### src/verilog/bte_pkg.sv
// constants for the bus event term matcher
package bte_pkg;
    localparam int           NTERM      = 4;
    localparam int           WORD_W     = 32;
    localparam int           ADDR_W     = 19;
    localparam int           DATA_W     = 8;
    localparam int           CLIP_W     = 3;
    // state word layout
    localparam int           POS_RW     = 31;
    localparam int           POS_DI     = 30;
    localparam int           POS_CLIP   = 27;
    localparam int           POS_ADDR   = 8;
    localparam int           POS_DATA   = 0;
    // register byte offsets
    localparam logic [7:0]   REG_CTRL   = 8'h00;
    localparam logic [7:0]   REG_STAT   = 8'h04;
    localparam logic [7:0]   REG_MASK   = 8'h08;
    localparam logic [7:0]   REG_FLAGS  = 8'h0C;
    localparam logic [7:0]   REG_SAMPLE = 8'h10;
    localparam logic [2:0]   TERM_AREA  = 3'h1;
    // control bits
    localparam int           CTRL_ARM    = 0;
    localparam int           CTRL_RESUME = 1;
    // status layout: bits 3:0 term hits, bit 4 halt
    localparam int           STAT_W     = 5;
    localparam int           STAT_HALT  = 4;
    // per-term flag nibble
    localparam int           FLG_EN     = 0;
    localparam int           FLG_BRK    = 1;
    localparam int           FLG_RNG    = 2;
    localparam int           FLG_NEG    = 3;
    // values after reset
    localparam logic [31:0]  RST_WORD   = 32'h0000_0000;
    localparam logic [15:0]  RST_FLAGS  = 16'h0000;
    localparam logic [4:0]   RST_STAT   = 5'h00;
endpackage : bte_pkg

### src/verilog/bte_term_if.sv
// carrier between term registers and comparator
`timescale 1ns/1ps
`default_nettype none
interface bte_term_if;
    logic [31:0] word;
    logic [31:0] pat  [bte_pkg::NTERM];
    logic [31:0] care [bte_pkg::NTERM];
    logic [3:0]  en;
    logic [3:0]  range_end_flag;
    logic [3:0]  neg;
    logic [3:0]  hit;
    modport cmp (input word, pat, care, en, range_end_flag, neg, output hit);
    modport ctl (output word, pat, care, en, range_end_flag, neg, input hit);
endinterface : bte_term_if
`default_nettype wire

### src/verilog/bte_term_cmp.sv
// term comparator: masked equality and ranges
`timescale 1ns/1ps
`default_nettype none
module bte_term_cmp (
    bte_term_if.cmp t
);
    function automatic logic care_eq(input logic [31:0] w,
                                     input logic [31:0] p,
                                     input logic [31:0] c);
        care_eq = ((w ^ p) & c) == 32'h0000_0000;
    endfunction : care_eq

    logic [3:0]  lone;
    logic [3:0]  in_rng;
    logic [3:0]  low_end;
    logic [31:0] lo_b [bte_pkg::NTERM];
    logic [31:0] hi_b [bte_pkg::NTERM];

    always_comb
    begin
        for (int i = 0; i < bte_pkg::NTERM; i++)
        begin
            // masked bits always match
            lone[i] = care_eq(t.word, t.pat[i], t.care[i]);
            // don't-care low for lower, high for upper
            lo_b[i] = t.pat[i] & t.care[i];
            hi_b[i] = t.pat[i] | ~t.care[i];
        end
        in_rng[0]  = 1'b0;
        low_end[3] = 1'b0;
        for (int i = 1; i < bte_pkg::NTERM; i++)
        begin
            // whole word, inclusive bounds
            in_rng[i] = (t.word >= lo_b[i-1]) && (t.word <= hi_b[i]);
            // preceding term is lower end
            low_end[i-1] = t.range_end_flag[i];
        end
        for (int i = 0; i < bte_pkg::NTERM; i++)
        begin
            // enable, negate, range result
            t.hit[i] = t.en[i] & ~low_end[i]
                     & ((t.range_end_flag[i] ? in_rng[i] : lone[i]) ^ t.neg[i]);
        end
    end
endmodule : bte_term_cmp
`default_nettype wire

### src/verilog/bte_top.sv
// bus event term matcher with wishbone registers
//
// Summary of operation
// four terms, each a 32-bit pattern
// read/write in MSB, lowest data bit LSB
// disabled terms never match
// breakpoint flag makes a match halt
// negation flag inverts the match
// read/write and data/instruction compare 0/1/X
// address and clip bits compare 0/1/X
// data bits 0/1/X, nibble X masks four
// range flag marks upper end, previous is lower
// first term has no range flag
// four range layouts including two at once
// range compares whole word, not address
// range matches every word between the ends
// sample bus once per processor cycle end
// halt after the matching instruction completes
// inclusive range, don't-care low/high bounds
// term setup only while disarmed
`timescale 1ns/1ps
`default_nettype none
module bte_top (
    input  wire logic                      clk_i,
    input  wire logic                      nrst_i,
    input  wire logic                      wb_cyc_i,
    input  wire logic                      wb_stb_i,
    input  wire logic                      wb_we_i,
    input  wire logic [7:0]                wb_adr_i,
    input  wire logic [3:0]                wb_sel_i,
    input  wire logic [31:0]               wb_dat_i,
    output logic      [31:0]               wb_dat_o,
    output logic                           wb_ack_o,
    input  wire logic                      cyc_end_i,
    input  wire logic                      rw_i,
    input  wire logic                      di_i,
    input  wire logic                      probe_clip_one_i,
    input  wire logic                      probe_clip_two_i,
    input  wire logic                      probe_clip_three_i,
    input  wire logic [bte_pkg::ADDR_W-1:0] addr_i,
    input  wire logic [bte_pkg::DATA_W-1:0] data_i,
    output logic      [3:0]                term_hit_o,
    output logic                           halt_o,
    output logic                           irq_o
);
    localparam int PIN_W = 33;

    function automatic logic [31:0] sel_merge(input logic [31:0] old,
                                              input logic [31:0] nw,
                                              input logic [3:0]  sel);
        for (int b = 0; b < 4; b++)
            sel_merge[8*b +: 8] = sel[b] ? nw[8*b +: 8] : old[8*b +: 8];
    endfunction : sel_merge

    logic             rs1_r;
    logic             rs2_r;
    logic             rst_n;
    logic [PIN_W-1:0] pin1_r;
    logic [PIN_W-1:0] pin2_r;
    logic             cyc_d_r;
    logic             sample;
    logic             sample_d_r;
    logic [31:0]      word_r;
    logic             arm_r;
    logic [31:0]      pat_r  [bte_pkg::NTERM];
    logic [31:0]      care_r [bte_pkg::NTERM];
    logic [15:0]      flags_r;
    logic [31:0]      flags_mrg;
    logic [15:0]      flags_nxt;
    logic [bte_pkg::STAT_W-1:0] stat_r;
    logic [bte_pkg::STAT_W-1:0] mask_r;
    logic [bte_pkg::STAT_W-1:0] stat_set;
    logic             brk_pend_r;
    logic             halt_r;
    logic             halt_set;
    logic [3:0]       hit_r;
    logic             irq_r;
    logic             ack_r;
    logic [31:0]      dat_r;
    logic [31:0]      rd_nxt;
    logic             acc;
    logic             wr;
    logic [31:0]      wr_ctrl;
    logic             term_wr;
    logic [3:0]       live_hit;
    logic [3:0]       brk_bits;

    bte_term_if t ();

    bte_term_cmp u_cmp (
        .t (t.cmp)
    );

    // reset release through two flops
    always_ff @(posedge clk_i or negedge nrst_i)
    begin
        if (!nrst_i)
        begin
            rs1_r <= 1'b0;
            rs2_r <= 1'b0;
        end
        else
        begin
            rs1_r <= 1'b1;
            rs2_r <= rs1_r;
        end
    end
    assign rst_n = rs2_r;

    // pins come from the emulated cpu clock, two flops first
    always_ff @(posedge clk_i or negedge rst_n)
    begin
        if (!rst_n)
        begin
            pin1_r <= '0;
            pin2_r <= '0;
        end
        else
        begin
            pin1_r <= {cyc_end_i, rw_i, di_i, probe_clip_three_i,
                       probe_clip_two_i, probe_clip_one_i, addr_i, data_i};
            pin2_r <= pin1_r;
        end
    end

    // one sample per cycle-end rising edge
    assign sample = pin2_r[32] & ~cyc_d_r;

    always_ff @(posedge clk_i or negedge rst_n)
    begin
        if (!rst_n)
        begin
            cyc_d_r    <= 1'b0;
            sample_d_r <= 1'b0;
            word_r     <= bte_pkg::RST_WORD;
        end
        else
        begin
            cyc_d_r    <= pin2_r[32];
            sample_d_r <= sample;
            // rw at msb, di next, data at lsb
            if (sample)
                word_r <= pin2_r[31:0];
        end
    end

    // hold whole request until ack; one access per cycle-pair
    assign acc     = wb_cyc_i & wb_stb_i & ~ack_r;
    assign wr      = acc & wb_we_i;
    assign wr_ctrl = sel_merge(32'h0000_0000, wb_dat_i, wb_sel_i);
    // term setup frozen while armed
    assign term_wr = wr & ~arm_r & (wb_adr_i[7:5] == bte_pkg::TERM_AREA);

    always_ff @(posedge clk_i or negedge rst_n)
    begin
        if (!rst_n)
        begin
            for (int i = 0; i < bte_pkg::NTERM; i++)
            begin
                pat_r[i]  <= bte_pkg::RST_WORD;
                care_r[i] <= bte_pkg::RST_WORD;
            end
        end
        else if (term_wr)
        begin
            // per-bit care mask, nibble X clears four bits
            if (wb_adr_i[2])
                care_r[wb_adr_i[4:3]] <= sel_merge(care_r[wb_adr_i[4:3]],
                                                   wb_dat_i, wb_sel_i);
            else
                pat_r[wb_adr_i[4:3]] <= sel_merge(pat_r[wb_adr_i[4:3]],
                                                  wb_dat_i, wb_sel_i);
        end
    end

    always_ff @(posedge clk_i or negedge rst_n)
    begin
        if (!rst_n)
        begin
            flags_r <= bte_pkg::RST_FLAGS;
            arm_r   <= 1'b0;
            mask_r  <= bte_pkg::RST_STAT;
        end
        else if (wr)
        begin
            if (wb_adr_i == bte_pkg::REG_CTRL && wb_sel_i[0])
                arm_r <= wb_dat_i[bte_pkg::CTRL_ARM];
            else if (wb_adr_i == bte_pkg::REG_MASK && wb_sel_i[0])
                mask_r <= wb_dat_i[bte_pkg::STAT_W-1:0];
            else if (wb_adr_i == bte_pkg::REG_FLAGS && !arm_r)
                flags_r <= flags_nxt;
        end
    end

    // first term range flag held at zero
    always_comb
    begin
        flags_mrg = sel_merge({16'h0000, flags_r}, wb_dat_i, wb_sel_i);
        flags_nxt = flags_mrg[15:0];
        flags_nxt[bte_pkg::FLG_RNG] = 1'b0;
    end

    // flags nibbles give each range layout
    always_comb
    begin
        for (int i = 0; i < bte_pkg::NTERM; i++)
        begin
            t.en[i]     = flags_r[4*i + bte_pkg::FLG_EN];
            t.range_end_flag[i]    = flags_r[4*i + bte_pkg::FLG_RNG];
            t.neg[i]    = flags_r[4*i + bte_pkg::FLG_NEG];
            brk_bits[i] = flags_r[4*i + bte_pkg::FLG_BRK];
            t.pat[i]    = pat_r[i];
            t.care[i]   = care_r[i];
        end
        t.word = word_r;
    end

    // evaluate the word captured on the previous edge
    assign live_hit = (sample_d_r & arm_r) ? t.hit : 4'h0;

    // halt at the next opcode fetch after the hit
    // disarmed analyzer never halts, even with a hit pending
    assign halt_set = brk_pend_r & sample_d_r & arm_r
                    & ~word_r[bte_pkg::POS_DI];

    always_ff @(posedge clk_i or negedge rst_n)
    begin
        if (!rst_n)
        begin
            brk_pend_r <= 1'b0;
            halt_r     <= 1'b0;
        end
        else
        begin
            // only breakpoint terms arm the halt
            if (|(live_hit & brk_bits))
                brk_pend_r <= 1'b1;
            else if (halt_set)
                brk_pend_r <= 1'b0;
            // new halt wins over a resume in the same cycle
            if (halt_set)
                halt_r <= 1'b1;
            else if (wr && wb_adr_i == bte_pkg::REG_CTRL
                     && wr_ctrl[bte_pkg::CTRL_RESUME])
                halt_r <= 1'b0;
        end
    end

    assign stat_set = {halt_set, live_hit};

    // sticky status, write one to clear, set wins
    always_ff @(posedge clk_i or negedge rst_n)
    begin
        if (!rst_n)
            stat_r <= bte_pkg::RST_STAT;
        else if (wr && wb_adr_i == bte_pkg::REG_STAT)
            stat_r <= (stat_r & ~wr_ctrl[bte_pkg::STAT_W-1:0]) | stat_set;
        else
            stat_r <= stat_r | stat_set;
    end

    always_ff @(posedge clk_i or negedge rst_n)
    begin
        if (!rst_n)
        begin
            hit_r <= 4'h0;
            irq_r <= 1'b0;
        end
        else
        begin
            hit_r <= live_hit;
            irq_r <= |(stat_r & mask_r);
        end
    end

    // read decode; unmapped reads zero
    always_comb
    begin
        rd_nxt = 32'h0000_0000;
        if (wb_adr_i == bte_pkg::REG_CTRL)
            rd_nxt[bte_pkg::CTRL_ARM] = arm_r;
        else if (wb_adr_i == bte_pkg::REG_STAT)
            rd_nxt[bte_pkg::STAT_W-1:0] = stat_r;
        else if (wb_adr_i == bte_pkg::REG_MASK)
            rd_nxt[bte_pkg::STAT_W-1:0] = mask_r;
        else if (wb_adr_i == bte_pkg::REG_FLAGS)
            rd_nxt[15:0] = flags_r;
        else if (wb_adr_i == bte_pkg::REG_SAMPLE)
            rd_nxt = word_r;
        else if (wb_adr_i[7:5] == bte_pkg::TERM_AREA)
            rd_nxt = wb_adr_i[2] ? care_r[wb_adr_i[4:3]]
                                 : pat_r[wb_adr_i[4:3]];
    end

    always_ff @(posedge clk_i or negedge rst_n)
    begin
        if (!rst_n)
        begin
            ack_r <= 1'b0;
            dat_r <= 32'h0000_0000;
        end
        else
        begin
            ack_r <= acc;
            if (acc)
                dat_r <= rd_nxt;
        end
    end

    assign wb_ack_o   = ack_r;
    assign wb_dat_o   = dat_r;
    assign term_hit_o = hit_r;
    assign halt_o     = halt_r;
    assign irq_o      = irq_r;
endmodule : bte_top
`default_nettype wire
### config.mk
export PLATFORM = sky130hd
export DESIGN_NAME = bte_top
export DESIGN_NICKNAME = d
export VERILOG_FILES = /design/src/verilog/bte_pkg.sv /design/src/verilog/bte_term_if.sv /design/src/verilog/bte_term_cmp.sv /design/src/verilog/bte_top.sv
export SDC_FILE = /design/constraint.sdc
export NUM_CORES = 1
export LEC_CHECK = 0
export BUFFER_PORTS_ARGS = -buffer_cell sky130_fd_sc_hd__buf_4
export CAP_MARGIN = 40
export CORE_ASPECT_RATIO = 2
export CORE_MARGIN = 2
export CORE_UTILIZATION = 38
export CTS_BUF_LIST = sky130_fd_sc_hd__clkbuf_16
export DETAILED_ROUTE_END_ITERATION = 6
export HOLD_SLACK_MARGIN = 0.03
export PLACE_DENSITY = 0.55
export SLEW_MARGIN = 15
export SYNTH_ARGS = -nofsm -noshare
export SYNTH_HDL_FRONTEND = slang
export SYNTH_SLANG_ARGS = --single-unit
### constraint.sdc
create_clock -name clk_i -period 18.9 [get_ports clk_i]
set_input_delay 0.945 -clock clk_i [delete_from_list [all_inputs] [get_ports clk_i]]
set_output_delay 0.945 -clock clk_i [all_outputs]
set_load 0.02 [all_outputs]
==> flow_summary.json <==
{
  "avgSynthCellArea_um2": 10.20,
  "final_common_cell": "nand2_1",
  "crit_type": "register to register",
  "grt_pass1_vias": 20220,
  "cts_buffer_depth": 3,
  "antenna_found_initial": 0,
  "synth_top_area_share_pct": 43.28,
  "powerDensity_nw_per_um2": 80.81,
  "drive_above_1_share_pct": 14.44,
  "pre_cts_ws_ns": 14.72,
  "start_kind": "register",
  "first_pass_iters": 7,
  "diodes": 0,
  "report.final.slew_viol_count": 0,
  "critPathBufInv": 1,
  "hold_viol": 0,
  "drt_iter0_drc": 1685,
  "worstMarginPinSlew_ns": 1.023,
  "r2r_start": "t.word[0]$_DFFE_PN0P_",
  "period_minus_slack_ns": 3.986,
  "dp_hpwl_mm": 71.60,
  "synthFlopType": "dfrtp_1",
  "yosys-top-cells-area": "dfrtp_1 43%, ha_1 9.8%, nand2_1 7.0%",
  "critPathRequiredTime_ns": 19.36,
  "worstPathMaxFanout": 7,
  "drtAntennaViolNets": 0,
  "htreeDepth": 2,
  "cts-root-buf": "clkbuf_16",
  "cts_buffers": 43,
  "rsz0062_at_grt": "no",
  "cap_viol_max_count": 0,
  "dieArea_um2": 66680,
  "grt_use_total_pct": 28.92,
  "finClkSkew_ns": 0.01187,
  "fmax_mhz": 250.9,
  "avgRoutedWirePerCell_um": 28.92,
  "grt_max_degree": 168,
  "grt_pass1_wl_mm": 138.5,
  "vdd_drop_max_mv": 0.06380,
  "via_count": 19510,
  "critical_path.top_delay_family": "compound AO/OA/AOI/OAI gates",
  "cts_resized": 0,
  "synth_top_cell_by_area": "dfrtp_1",
  "core_um2": 63760,
  "yosys_register_bits": 424,
  "worstSkewPairLatency_ns": 0.59,
  "drc_errors": 3,
  "finish.utilization_pct": 43.55,
  "syn_area_um2": 24510,
  "async_flop_share_pct": 100.0,
  "status": "complete, but fails checks",
  "port_buffers": 120,
  "ys.warnings.count": 0,
  "leakagePower_uw": 0.01265,
  "cts_tree": "done",
  "grt.overflow.total": 0,
  "period_share_pct": 21.09,
  "crit_chain": "inv_1 -> ha_1 -> nand2b_1 -> a2111o_1 -> a31oi_1 -> o22ai_1 -> a2bb2oi_1 -> a21boi_1 -> xor2_1 -> o21ai_1",
  "die_y_um": 363.2,
  "hold_buffers": 0,
  "max-slew-margin-rel_pct": 31.79,
  "initial_core_util_pct": 38.45,
  "cts_sinks": 424,
  "layout.nets": 2739,
  "path_clk_slew_ns": 0.07,
  "finalSetupViolCount": 0,
  "post_drt_via_cell_ratio": 5.917,
  "synthCells": 2404,
  "synth_nets": 2678,
  "die_w_um": 183.6,
  "yosysUniqueCellTypes": 72,
  "ios": 121,
  "crit_arrival_ns": 4.45,
  "wl_mm": 95.36,
  "ys_seq_area_share_pct": 43.28,
  "slowest_delay_ns": 0.59,
  "slowest_stage": "dfrtp_1",
  "hold_path_class": "primary input to async pin",
  "synth_edf_count": 0,
  "violations": "DRC",
  "setup_tns_ns": 0,
  "syn_to_final_growth_pct": 13.26,
  "placementRows": 131,
  "post_cts_buffers": 0,
  "layout_common_cells": "454 x nand2_1, 423 x dfrtp_1, 322 x o21ai_0",
  "routabilityCongestion": 0.9855,
  "startpoint": "t.word[0]$_DFFE_PN0P_",
  "setup_ws_ns": 14.91,
  "crit_path_end_kind": "register"
}
## per-stage QoR
| step | instance area (µm²) | cells | power (µW) | hold WS, ns |
|---|---|---|---|---|
| 2_1_floorplan | 24510 | 2404 | 1216 | 0.3312 |
| 3_3_place_gp | 26050 | 3203 | 1350 | 0.3322 |
| 3_5_place_dp | 26270 | 3215 | 1362 | 0.1769 |
| 4_1_cts | 27680 | 3295 | 2255 | 0.1014 |
| 5_1_grt | 27770 | 3298 | 2326 | 0.1137 |
| 6_report | 27770 | 3298 | 2244 | 0.1271 |
## final timing paths
check / to / cells after the start / slack, ns
max: stat_r[3]$_DFF_PN0_ / 10 / 14.91
min: rs2_r$_DFF_PN0_ / 1 / 0.13
max reg2reg: stat_r[3]$_DFF_PN0_ / 10 / 14.91
min reg2reg: pin1_r[20]$_DFF_PN0_ / 0 / 0.18
max in group asynchronous: t.word[1]$_DFFE_PN0P_ / 2 / 17.16
min in group clk_i: pin2_r[29]$_DFF_PN0_ / 0 / 0.34
## where the power goes
group | switching [µW] | total (µW) | leakage [µW] | internal [µW]
combinational | 194 | 325 | 0.00631 | 131
clock | 394 | 893 | 0.000705 | 499
sequential | 87.5 | 1030 | 0.00564 | 938
## Yosys cell counts (33+ instances only)
| master | instances |
|---|---|
| a21oi_1 | 85 |
| mux2i_1 | 86 |
| o21ai_0 | 322 |
| nand2_1 | 460 |
| nor2b_1 | 100 |
| dfrtp_1 | 424 |
| nor2_1 | 33 |
| a22oi_1 | 56 |
| mux4_2 | 64 |
| ha_1 | 192 |
| mux2_2 | 65 |
| xor2_1 | 125 |
| nand4_1 | 43 |
| clkbuf_1 | 95 |
## cells by family after synthesis
| logic type | share of synthesized area (%) |
|---|---|
| buf+inv | 2.455 |
| xor+xnor | 4.537 |
| compound gates | 13.84 |
| flops | 43.28 |
| simple gates | 13.70 |
| fa+ha+maj | 9.799 |
| other cells | 0.01530 |
| mux | 12.38 |
## flip-flops by register name, indices dropped and copies added, names as in the netlist, 4 cells and up
signal,cells
pin2_r,33
wb_dat_o,32
mask_r,5
term_hit_o,4
flags_r,15
t.word,32
pin1_r,33
stat_r,5
care_r,128
pat_r,128
## layer usage
layer	vias to the layer above	routed length [µm]	track usage [%]
met3	313	3836	2.974
met1	9718	32760	30.19
met4	0	10700	26.37
met5	-	0	0
li1	8769	-	-
met2	714	48070	50.74
## area by class of cell
cell class              instances  area [µm²]
fillers                      6058       35990
multi-input cells            1839       13390
flip-flops and latches        424       10610
repair buffers                146        1309
clock buffers                  43        1076
well taps                     798       998.5
clock inverters                37       340.3
inverters                      11       41.29
Note: power is estimated with default switching activity, not from simulation.
